<file path="src/hdl/lhs_defines.vh">
`ifndef LHS_DEFINES_VH
`define LHS_DEFINES_VH

// Register offsets on the local port
`define LHS_OFF_STATUS  3'h0
`define LHS_OFF_BAUD    3'h2
`define LHS_OFF_CR3     3'h5
`define LHS_OFF_ERX     3'h6
`define LHS_OFF_ETX     3'h7

// Third control register bit positions
`define LHS_CR3_UPD     7
`define LHS_CR3_LIN     6
`define LHS_CR3_SLV     5
`define LHS_CR3_ASE     4
`define LHS_CR3_HDM     3
`define LHS_CR3_HIE     2
`define LHS_CR3_HDF     1
`define LHS_CR3_SF      0

// Reset and fill values
`define LHS_ZERO8       8'h00
`define LHS_ONES8       8'hff
`define LHS_ZERO4       4'h0
`define LHS_ZERO12      12'h000
`define LHS_ONES12      12'hfff

// Oversampling: sixteen ticks per bit
`define LHS_TICK_STEP   13'h0010
`define LHS_BREAK_LAST  8'haf
`define LHS_CHAR_TICKS  8'h98
`define LHS_SYNCH_EDGES 3'h5

// Header length coding in quarter bits
`define LHS_QROUND      13'h0002
`define LHS_HDR_MAX_Q   11'h0e4

`endif

</file>
<file path="src/hdl/lhs_top.v">
// Behaviour
// - Interrupt when flag set and enable set
// - Flag clears by status then control3 read
// - Method zero: break alone is header
// - Method one: break, synch, identifier
// - Synch state set on break, hardware clears
// - Software clearing synch state returns idle
// - Auto synch counts receive falling edges
// - Mantissa is divider integer, zero stops
// - Zero mantissa stops transmit, receive clocks
// - Fraction low nibble, upper bits zero
// - Divider applied only on mantissa write
// - Divider registers at baud, prescaler addresses
// - Length readable only with auto or method
// - Length loaded all ones on break, method one only
// - Length loaded zero on timeout
// - Length loaded with code at header
// - Code is 57 minus duration, quarters
// - Fraction rounding carries into integer
// - Slave mode needs both bits, 11-bit break
`include "lhs_defines.vh"

module lhs_top #(
  parameter [11:0] HDR_TIMEOUT_TICKS = 12'h4c0
) (
  input  wire       clk,
  input  wire       srst,
  input  wire [2:0] addr,
  input  wire [7:0] wdata,
  input  wire       wr_en,
  input  wire       rd_en,
  output reg  [7:0] rdata,
  input  wire       serial_rx_input,
  output reg        sci_irq,
  output reg        tx_clk_on,
  output reg        rx_clk_on
);

  // Header tracking states
  localparam [6:0] ST_IDLE   = 7'h01;
  localparam [6:0] ST_BREAK  = 7'h02;
  localparam [6:0] ST_BRKEND = 7'h04;
  localparam [6:0] ST_SYNCH  = 7'h08;
  localparam [6:0] ST_SYNCB  = 7'h10;
  localparam [6:0] ST_IDWAIT = 7'h20;
  localparam [6:0] ST_IDBYTE = 7'h40;

  // Address match for one register
  function hit;
    input [2:0] a;
    input [2:0] off;
    begin
      hit = (a == off);
    end
  endfunction

  // Quarter-bit coding of the header duration
  function [7:0] hdr_code;
    input [11:0] t;
    reg   [12:0] r;
    reg   [10:0] q;
    reg   [10:0] d;
    begin
      // Half a quarter added, so 2/4 carries up
      r = {1'b0, t} + `LHS_QROUND;
      q = r[12:2];
      d = `LHS_HDR_MAX_Q - q;
      if (q >= `LHS_HDR_MAX_Q)
        hdr_code = `LHS_ZERO8;
      else
        hdr_code = d[7:0];
    end
  endfunction

  // Control bits of the third control register
  reg         divider_update_reg;     // Stored only
  reg         lin_enable_reg;         // LIN mode on
  reg         slave_select_reg;       // Slave role
  reg         auto_synch_enable_reg;  // Edge counting
  reg         header_method_select_reg; // Header kind
  reg         header_irq_enable_reg;  // Irq gate
  reg         header_detect_flag_reg; // Sticky flag
  reg         synch_field_state_reg;  // Synch analysis

  // Divider and prescaler storage
  reg  [7:0]  divider_mantissa_reg;   // Integer part
  reg  [3:0]  divider_fraction_reg;   // Sixteenths
  reg  [11:0] slave_baud_divider_reg; // Active divider
  reg  [7:0]  baud_rate_reg;          // Plain mode
  reg  [7:0]  ext_tx_prescaler_reg;   // Plain mode
  reg  [7:0]  ext_rx_prescaler_reg;   // Plain mode
  reg  [7:0]  header_length_reg;      // Measured code

  // Clear sequence and header tracking
  reg         clr_armed_reg;          // Status seen
  reg  [6:0]  state_reg;              // Current state
  reg  [6:0]  state_next;             // Next state
  reg  [7:0]  low_cnt_reg;            // Break ticks
  reg  [7:0]  chr_cnt_reg;            // Char ticks
  reg  [2:0]  edge_cnt_reg;           // Synch edges
  reg  [11:0] hdr_cnt_reg;            // Header ticks
  reg         rx_d_reg;               // Last sample

  // Event strobes from the state logic
  reg         brk_evt;                // Break found
  reg         id_evt;                 // Identifier ok
  reg         sf_done;                // Synch finished
  reg         tmo_evt;                // Header too long

  wire        rx_s;                   // Synchronised pin
  wire        tick;                   // Sample tick
  wire        lin_slave;              // Slave mode on
  wire        fall;                   // Falling edge
  wire        hdr_det;                // Header found
  wire        sw_lsf_clr;             // Software exit
  wire        lhl_open;               // Length visible
  wire        wr_cr3;                 // Control3 write
  wire        rd_cr3;                 // Control3 read
  wire        acc_status;             // Status access

  // Slave mode needs both mode bits
  assign lin_slave = lin_enable_reg & slave_select_reg;

  // Edge seen between two tick samples
  assign fall = tick & rx_d_reg & ~rx_s;

  // Method picks break or identifier as header
  assign hdr_det = id_evt |
                   (brk_evt & ~header_method_select_reg);

  assign wr_cr3     = wr_en & hit(addr, `LHS_OFF_CR3);
  assign rd_cr3     = rd_en & hit(addr, `LHS_OFF_CR3);
  assign acc_status = (wr_en | rd_en) & hit(addr, `LHS_OFF_STATUS);

  // Writing zero to the synch bit leaves analysis
  assign sw_lsf_clr = wr_cr3 & ~wdata[`LHS_CR3_SF] &
                      synch_field_state_reg;

  // Length register visible only in these modes
  assign lhl_open = lin_slave &
                    (auto_synch_enable_reg |
                     header_method_select_reg);

  // Pin passes two flops before use
  lhs_sync u_sync (
    .clk  (clk),
    .srst (srst),
    .din  (serial_rx_input),
    .dout (rx_s)
  );

  // Oversampling clock from the active divider
  lhs_baud u_baud (
    .clk     (clk),
    .srst    (srst),
    .divider (slave_baud_divider_reg),
    .tick    (tick)
  );

  // Next state and header events
  always @* begin
    state_next = state_reg;
    brk_evt    = 1'b0;
    id_evt     = 1'b0;
    sf_done    = 1'b0;
    tmo_evt    = 1'b0;
    if (!lin_slave || sw_lsf_clr) begin
      // Mode off or software exit
      state_next = ST_IDLE;
    end else if (state_reg != ST_IDLE &&
                 state_reg != ST_BREAK &&
                 hdr_cnt_reg >= HDR_TIMEOUT_TICKS) begin
      // Header ran past its limit
      tmo_evt    = 1'b1;
      state_next = ST_IDLE;
    end else if (tick) begin
      case (state_reg)
        ST_IDLE: begin
          // Dominant level may open a break
          if (!rx_s)
            state_next = ST_BREAK;
        end
        ST_BREAK: begin
          if (rx_s) begin
            // Too short for a break
            state_next = ST_IDLE;
          end else if (low_cnt_reg == `LHS_BREAK_LAST) begin
            // Eleven dominant bits seen
            brk_evt    = 1'b1;
            state_next = ST_BRKEND;
          end
        end
        ST_BRKEND: begin
          // Wait for the break delimiter
          if (rx_s)
            state_next = ST_SYNCH;
        end
        ST_SYNCH: begin
          if (fall && auto_synch_enable_reg) begin
            // Count edges of the synch byte
            if (edge_cnt_reg == `LHS_SYNCH_EDGES - 3'h1) begin
              sf_done    = 1'b1;
              state_next = header_method_select_reg ?
                           ST_IDWAIT : ST_IDLE;
            end
          end else if (fall) begin
            // Without auto synch, time the byte
            state_next = ST_SYNCB;
          end
        end
        ST_SYNCB: begin
          if (chr_cnt_reg == `LHS_CHAR_TICKS) begin
            sf_done    = 1'b1;
            state_next = header_method_select_reg ?
                         ST_IDWAIT : ST_IDLE;
          end
        end
        ST_IDWAIT: begin
          // Start bit of the identifier
          if (fall)
            state_next = ST_IDBYTE;
        end
        ST_IDBYTE: begin
          if (chr_cnt_reg == `LHS_CHAR_TICKS) begin
            // Good stop bit ends the header
            id_evt     = rx_s;
            state_next = ST_IDLE;
          end
        end
        default: begin
          state_next = ST_IDLE;
        end
      endcase
    end
  end

  // State, counters and sample history
  always @(posedge clk) begin
    if (srst) begin
      state_reg    <= ST_IDLE;
      low_cnt_reg  <= `LHS_ZERO8;
      chr_cnt_reg  <= `LHS_ZERO8;
      edge_cnt_reg <= 3'h0;
      hdr_cnt_reg  <= `LHS_ZERO12;
      rx_d_reg     <= 1'b1;
    end else begin
      state_reg <= state_next;
      if (tick)
        rx_d_reg <= rx_s;
      // Dominant ticks inside a break
      if (state_next != ST_BREAK)
        low_cnt_reg <= `LHS_ZERO8;
      else if (tick)
        low_cnt_reg <= low_cnt_reg + 8'h01;
      // Ticks since a character start bit
      if (state_next != state_reg)
        chr_cnt_reg <= `LHS_ZERO8;
      else if (tick)
        chr_cnt_reg <= chr_cnt_reg + 8'h01;
      // Falling edges in the synch byte
      if (state_reg != ST_SYNCH)
        edge_cnt_reg <= 3'h0;
      else if (fall)
        edge_cnt_reg <= edge_cnt_reg + 3'h1;
      // Header duration, saturating
      if (state_next == ST_IDLE)
        hdr_cnt_reg <= `LHS_ZERO12;
      else if (tick && hdr_cnt_reg != `LHS_ONES12)
        hdr_cnt_reg <= hdr_cnt_reg + 12'h001;
    end
  end

  // Register file, flags and length register
  always @(posedge clk) begin
    if (srst) begin
      divider_update_reg       <= 1'b0;
      lin_enable_reg           <= 1'b0;
      slave_select_reg         <= 1'b0;
      auto_synch_enable_reg    <= 1'b0;
      header_method_select_reg <= 1'b0;
      header_irq_enable_reg    <= 1'b0;
      header_detect_flag_reg   <= 1'b0;
      synch_field_state_reg    <= 1'b0;
      divider_mantissa_reg     <= `LHS_ZERO8;
      divider_fraction_reg     <= `LHS_ZERO4;
      slave_baud_divider_reg   <= `LHS_ZERO12;
      baud_rate_reg            <= `LHS_ZERO8;
      ext_tx_prescaler_reg     <= `LHS_ZERO8;
      ext_rx_prescaler_reg     <= `LHS_ZERO8;
      header_length_reg        <= `LHS_ZERO8;
      clr_armed_reg            <= 1'b0;
    end else begin
      // Software-owned control bits
      if (wr_cr3) begin
        divider_update_reg       <= wdata[`LHS_CR3_UPD];
        lin_enable_reg           <= wdata[`LHS_CR3_LIN];
        slave_select_reg         <= wdata[`LHS_CR3_SLV];
        auto_synch_enable_reg    <= wdata[`LHS_CR3_ASE];
        header_method_select_reg <= wdata[`LHS_CR3_HDM];
        header_irq_enable_reg    <= wdata[`LHS_CR3_HIE];
      end
      // Mantissa write applies both parts
      if (wr_en && hit(addr, `LHS_OFF_BAUD)) begin
        if (lin_slave) begin
          divider_mantissa_reg   <= wdata;
          slave_baud_divider_reg <= {wdata,
                                     divider_fraction_reg};
        end else begin
          baud_rate_reg <= wdata;
        end
      end
      // Fraction is held until the mantissa write
      if (wr_en && hit(addr, `LHS_OFF_ETX)) begin
        if (lin_slave)
          divider_fraction_reg <= wdata[3:0];
        else
          ext_tx_prescaler_reg <= wdata;
      end
      // Plain prescaler only outside slave mode
      if (wr_en && hit(addr, `LHS_OFF_ERX) && !lin_slave)
        ext_rx_prescaler_reg <= wdata;
      // Status access arms the flag clear
      if (acc_status)
        clr_armed_reg <= 1'b1;
      else if (rd_cr3)
        clr_armed_reg <= 1'b0;
      // Detection wins over the clear
      if (hdr_det)
        header_detect_flag_reg <= 1'b1;
      else if (rd_cr3 && clr_armed_reg)
        header_detect_flag_reg <= 1'b0;
      // Synch state: set on break wins
      if (brk_evt)
        synch_field_state_reg <= 1'b1;
      else if (sf_done || tmo_evt || sw_lsf_clr || !lin_slave)
        synch_field_state_reg <= 1'b0;
      // Length: header, timeout, then break
      if (hdr_det)
        header_length_reg <= hdr_code(hdr_cnt_reg);
      else if (tmo_evt)
        header_length_reg <= `LHS_ZERO8;
      else if (brk_evt)
        header_length_reg <= `LHS_ONES8;
    end
  end

  // Read data valid only in the cycle after
  always @(posedge clk) begin
    if (srst || !rd_en) begin
      rdata <= `LHS_ZERO8;
    end else begin
      case (addr)
        `LHS_OFF_CR3: begin
          rdata <= {divider_update_reg, lin_enable_reg,
                    slave_select_reg, auto_synch_enable_reg,
                    header_method_select_reg, header_irq_enable_reg,
                    header_detect_flag_reg, synch_field_state_reg};
        end
        `LHS_OFF_BAUD: begin
          rdata <= lin_slave ? divider_mantissa_reg :
                               baud_rate_reg;
        end
        `LHS_OFF_ETX: begin
          // Reserved upper nibble reads zero
          rdata <= lin_slave ? {`LHS_ZERO4, divider_fraction_reg} :
                               ext_tx_prescaler_reg;
        end
        `LHS_OFF_ERX: begin
          if (lhl_open)
            rdata <= header_length_reg;
          else if (lin_slave)
            rdata <= `LHS_ZERO8;
          else
            rdata <= ext_rx_prescaler_reg;
        end
        default: begin
          // Status and unmapped read zero
          rdata <= `LHS_ZERO8;
        end
      endcase
    end
  end

  // Interrupt and clock gates
  always @(posedge clk) begin
    if (srst) begin
      sci_irq   <= 1'b0;
      tx_clk_on <= 1'b0;
      rx_clk_on <= 1'b0;
    end else begin
      sci_irq   <= lin_slave & header_irq_enable_reg &
                   header_detect_flag_reg;
      // Zero mantissa stops both directions
      tx_clk_on <= ~lin_slave |
                   (divider_mantissa_reg != `LHS_ZERO8);
      rx_clk_on <= ~lin_slave |
                   (divider_mantissa_reg != `LHS_ZERO8);
    end
  end

endmodule

</file>
<file path="src/hdl/lhs_sync.v">
// Two-stage synchroniser for the receive pin
module lhs_sync (
  input  wire clk,
  input  wire srst,
  input  wire din,
  output wire dout
);

  reg meta_reg;  // First stage, read only by second
  reg sync_reg;  // Second stage, safe to use

  // Idle line is recessive high
  always @(posedge clk) begin
    if (srst) begin
      meta_reg <= 1'b1;
      sync_reg <= 1'b1;
    end else begin
      meta_reg <= din;
      sync_reg <= meta_reg;
    end
  end

  assign dout = sync_reg;

endmodule

</file>
<file path="src/hdl/lhs_baud.v">
`include "lhs_defines.vh"

// Fractional divider giving sixteen ticks per bit
module lhs_baud (
  input  wire        clk,
  input  wire        srst,
  input  wire [11:0] divider,
  output reg         tick
);

  reg  [11:0] acc_reg;  // Phase in sixteenths of a clock
  wire [12:0] sum;      // Phase after this clock
  wire        off;      // Zero mantissa stops the clock

  assign sum = {1'b0, acc_reg} + `LHS_TICK_STEP;
  assign off = (divider[11:4] == `LHS_ZERO8);

  // Tick whenever a whole divider period has built up
  always @(posedge clk) begin
    if (srst || off) begin
      acc_reg <= `LHS_ZERO12;
      tick    <= 1'b0;
    end else if (sum >= {1'b0, divider}) begin
      acc_reg <= sum[11:0] - divider;
      tick    <= 1'b1;
    end else begin
      acc_reg <= sum[11:0];
      tick    <= 1'b0;
    end
  end

endmodule

</file>
<file path="config.mk">
export PLATFORM = sky130hd
export DESIGN_NAME = lhs_top
export DESIGN_NICKNAME = d
export VERILOG_FILES = /design/src/hdl/lhs_top.v /design/src/hdl/lhs_sync.v /design/src/hdl/lhs_baud.v
export VERILOG_INCLUDE_DIRS = /design/src /design/src/hdl
export SDC_FILE = /design/constraint.sdc
export NUM_CORES = 1
export LEC_CHECK = 0
export BUFFER_PORTS_ARGS = -buffer_cell sky130_fd_sc_hd__buf_2
export CAP_MARGIN = 40
export CORE_UTILIZATION = 62
export DETAILED_ROUTE_END_ITERATION = 7
export GPL_ROUTABILITY_DRIVEN = 0
export GPL_TIMING_DRIVEN = 0
export PLACE_DENSITY = 0.88
export SLEW_MARGIN = 20
export SYNTH_ARGS = -nofsm -noshare
export SYNTH_HDL_FRONTEND = slang
export SYNTH_SLANG_ARGS = --single-unit
</file>
<file path="constraint.sdc">
create_clock -name clk -period 3.7 [get_ports clk]
set_input_delay 0.74 -clock clk [delete_from_list [all_inputs] [get_ports clk]]
set_output_delay 0.74 -clock clk [all_outputs]
set_load 0.02 [all_outputs]
</file>
==> reports/qor_table.md <==
| Item | Value |
|---|---|
| Max rail drop VDD | 0.331 mV |
| Maximum number of pins on one net before global-route repair | 17 |
| Required time at the endpoint of the critical path | 4.10 ns |
| First-pass GRT wire length | 29,600 um |
| Switching power of the nets | 691 uW |
| Buffer cell driving the clock tree root | sky130_fd_sc_hd__clkbuf_8 |
| Net count after synthesis | 886 |
| Most used flip-flop cell after synthesis | sky130_fd_sc_hd__dfxtp_1 |
| Die Span X | 107 um |
| Overall die area | 0.0114 sq mm |
| Sum of routed wire segments on met1 | 7600 um |
| Number of nets with antenna violations after routing | 0 |
| Number of setup buffers added after CTS | 0 |
| Highest achievable clock rate | 0.301 GHz |
| DRC violation total after the first TritonRoute iteration | 613 |
| Clk buf depth | 2 |
| Clock share of power | 0.544 |
| Maximum fanout count along the critical path | 10 |
| Detailed-router iteration count before antenna repair | 6 |
| Clock slew at reported path FFs | 0.06 ns |
| Final max-slew violation count | 0 |
| Number of gates resized after cts | 0 |
| Layout Utilization | 0.734 |
| Summed instance area of the synthesized netlist | 0.00682 sq mm |
| Leakage dissipation | 2.89 nW |
| Number of antenna violations at the first check in global routing | 0 |
| Time the final worst path needs with I/O delays and setup | 3.33 ns |
| Clock sink total | 121 |
| Power per unit of standard cell area | 401 mW/mm^2 |
| Core region area | 0.0105 sq mm |
| Transition at the pin with the smallest max-transition slack | 0.753 ns |
| Initial cell density of the core | 0.649 |
| Post-layout total power | 3.10 mW |
| Clock buffer count from CTS | 17 |
| Post-detailed-route via-to-cell ratio | 6.27 |
| Run status | finished clean |
| Critical path data arrival time | 3.73 ns |
| Fraction of power consumed by combinational cells | 0.030 |
| DR WL met2 | 8110 um |
| Per-instance average area after synthesis | 8.06 sq um |
| Post-layout net count | 928 |
| Global route total overflow | 0 |
| Routed via count | 6,513 |
| Worst Hold Margin | 0.400 ns |
| # H-tree levels | 4 |
| Type of the worst min-delay path | in -> reg |
| Share of the clock period used by the worst path | 0.899 |
| FF+latch count, synth | 121 |
| Top-Level Pins | 27 |
| Hold-fix buffers, CTS | 0 |
| Design internal power | 2.41 mW |
| DRC | 0 |
| Portion of the post-synthesis area used by sequential elements | 0.355 |
| Antenna cells | 0 |
| Vertical extent of the die | 107 um |
| Relative slew slack | 0.493 |
| Vias in the first global route | 6,135 |
| Critical path capture point type | flop |
| Critical path type | reg -> reg |
| Ys Warns | 0 |
| Count of flip-flops with a built-in enable after synthesis | 0 |
| Later-pin clock latency in the skew report | 0.53 ns |
| Count of standard-cell rows | 37 |
| Layout cell share with drive strength beyond 1 | 0.0942 |
| Clk_skew | 0.00629 ns |
| Met3 routed WL | 1610 um |
| Critical path startpoint category | flop |
| Power share of the sequential group | 0.425 |
| Post-Route Setup TNS | 0 ns |
| Mapped Cells | 847 |
| Fraction of registers with async set/reset | 0 |
| Quantity of I/O buffers inserted on ports | 23 |
| RSZ-0062 raised after global routing | no |
| Sw Ratio | 0.223 |
| Area added between synthesis and finish | 13.1% |
| Final Hold Viols | 0 |
| Wirelength, routed | 17,900 um |
| Distinct cell type count after synthesis | 74 |
| Max-cap viol count | 0 |
| CTS tree | done |
| Setup violators final | 0 |
| Total routing usage reported by global routing | 0.330 |
| Uppermost layer routed | met4 |
| Half-perimeter wire length after placement | 12,400 um |
| Final routed wire length divided by cell count | 17.3 um |
metrics by stage:
step                setup WS, ns  instance area [sq um]  std cells
floorplan                  0.838                   6820        847
global placement           0.478                   7110       1006
detailed placement         0.437                   7110       1006
CTS                        0.401                   7720       1038
global route               0.119                   7720       1038
finish                     0.373                   7720       1038
layer usage:
metal	GRT usage	vias to the layer above
li1	-	3092
met1	0.428	3015
met2	0.525	333
met3	0.0802	73
met4	0.133	0
met5	0	-
layout by cell type (no fill, tap or decap), types with 8 or more instances in the layout:
cell                          n
sky130_fd_sc_hd__a211oi_1     8
sky130_fd_sc_hd__a21oi_1     56
sky130_fd_sc_hd__a22o_1       8
sky130_fd_sc_hd__and3_1      14
sky130_fd_sc_hd__buf_2       31
sky130_fd_sc_hd__clkbuf_1    35
sky130_fd_sc_hd__clkbuf_16   16
sky130_fd_sc_hd__dfxtp_1    121
sky130_fd_sc_hd__ha_1        22
sky130_fd_sc_hd__inv_1       34
sky130_fd_sc_hd__mux2i_1     43
sky130_fd_sc_hd__nand2_1     83
sky130_fd_sc_hd__nand3_1     39
sky130_fd_sc_hd__nand4_1     16
sky130_fd_sc_hd__nor2_1     124
sky130_fd_sc_hd__nor3_1      23
sky130_fd_sc_hd__o21ai_0     26
sky130_fd_sc_hd__o22ai_1      8
sky130_fd_sc_hd__xnor2_1     26
sky130_fd_sc_hd__xor2_1      24
power groups by stage:
stage | Sequential [mW] | Clock [mW] | Combinational, mW
5_1_grt | 1.32 | 1.76 | 0.100
4_1_cts | 1.32 | 1.69 | 0.0909
3_5_place_dp | 1.35 | 0 | 0.0890
3_3_place_gp | 1.35 | 0 | 0.0869
2_1_floorplan | 1.35 | 0 | 0.0541
6_report | 1.32 | 1.69 | 0.0945
critical path: stages, from the launching register on:
cell and delay [ns]:
sky130_fd_sc_hd__dfxtp_1 0.34, sky130_fd_sc_hd__ha_1 0.23, sky130_fd_sc_hd__xor2_1 0.18, sky130_fd_sc_hd__ha_1 0.24
sky130_fd_sc_hd__or4_1 0.50, sky130_fd_sc_hd__o221a_2 0.27, sky130_fd_sc_hd__and3b_1 0.25, sky130_fd_sc_hd__a32o_1 0.16
sky130_fd_sc_hd__clkbuf_1 0.34, sky130_fd_sc_hd__buf_2 0.37, sky130_fd_sc_hd__mux2i_1 0.25, sky130_fd_sc_hd__nor2_1 0.06
layout make-up:
cell class / count / area, sq um
clock inverters: 13 / 168
well taps: 136 / 170
fillers: 786 / 2790
flip-flops and latches: 121 / 2420
clock buffers: 19 / 442
plain buffers: 48 / 201
inverters: 34 / 128
repair buffers: 23 / 115
multi-input cells: 644 / 4070
cells by family (layout without fill, tap and decap cells):
kind of cell | count (synthesis) | after routing | synth area share
AO/OA/AOI/OAI | 170 | 170 | 0.174
XOR/XNOR | 50 | 50 | 0.0642
adder cells (fa/ha/maj) | 23 | 23 | 0.0433
buffers and inverters | 82 | 137 | 0.0482
flip-flops | 121 | 121 | 0.355
multiplexers | 46 | 46 | 0.0680
AND/OR/NAND/NOR | 355 | 355 | 0.248
path summary, 6_finish.rpt:
| check | start | to | slack [ns] | depth (start not counted) |
|---|---|---|---|---|
| min | serial_rx_input | u_sync.meta_reg | 0.40 | 2 |
| min reg2reg | u_sync.meta_reg | u_sync.dout | 0.41 | 1 |
| max reg2reg | u_baud.acc_reg[4] | u_baud.acc_reg[7] | 0.37 | 11 |
| max | u_baud.acc_reg[4] | u_baud.acc_reg[7] | 0.37 | 11 |
Yosys cell counts (4+ instances only):
cell	count	area [sq um]
sky130_fd_sc_hd__a211o_1	4	35.0
sky130_fd_sc_hd__a211oi_1	8	60.1
sky130_fd_sc_hd__a21oi_1	56	280
sky130_fd_sc_hd__a221oi_1	7	61.3
sky130_fd_sc_hd__a22o_1	8	70.1
sky130_fd_sc_hd__a31oi_1	4	25.0
sky130_fd_sc_hd__and2_1	6	37.5
sky130_fd_sc_hd__and3_1	14	87.6
sky130_fd_sc_hd__and3b_1	4	35.0
sky130_fd_sc_hd__buf_2	8	40.0
sky130_fd_sc_hd__clkbuf_1	35	131
sky130_fd_sc_hd__dfxtp_1	121	2420
sky130_fd_sc_hd__ha_1	22	275
sky130_fd_sc_hd__inv_1	34	128
sky130_fd_sc_hd__mux2i_1	43	430
sky130_fd_sc_hd__nand2_1	83	312
sky130_fd_sc_hd__nand2b_1	5	31.3
sky130_fd_sc_hd__nand3_1	39	195
sky130_fd_sc_hd__nand4_1	16	100
sky130_fd_sc_hd__nor2_1	124	465
sky130_fd_sc_hd__nor2b_1	7	43.8
sky130_fd_sc_hd__nor3_1	23	115
sky130_fd_sc_hd__nor4_1	7	43.8
sky130_fd_sc_hd__o211ai_1	4	30.0
sky130_fd_sc_hd__o21ai_0	26	130
sky130_fd_sc_hd__o22ai_1	8	50.1
sky130_fd_sc_hd__or2_2	5	31.3
sky130_fd_sc_hd__xnor2_1	26	228
sky130_fd_sc_hd__xor2_1	24	210
(Power assumes the default switching activity.)
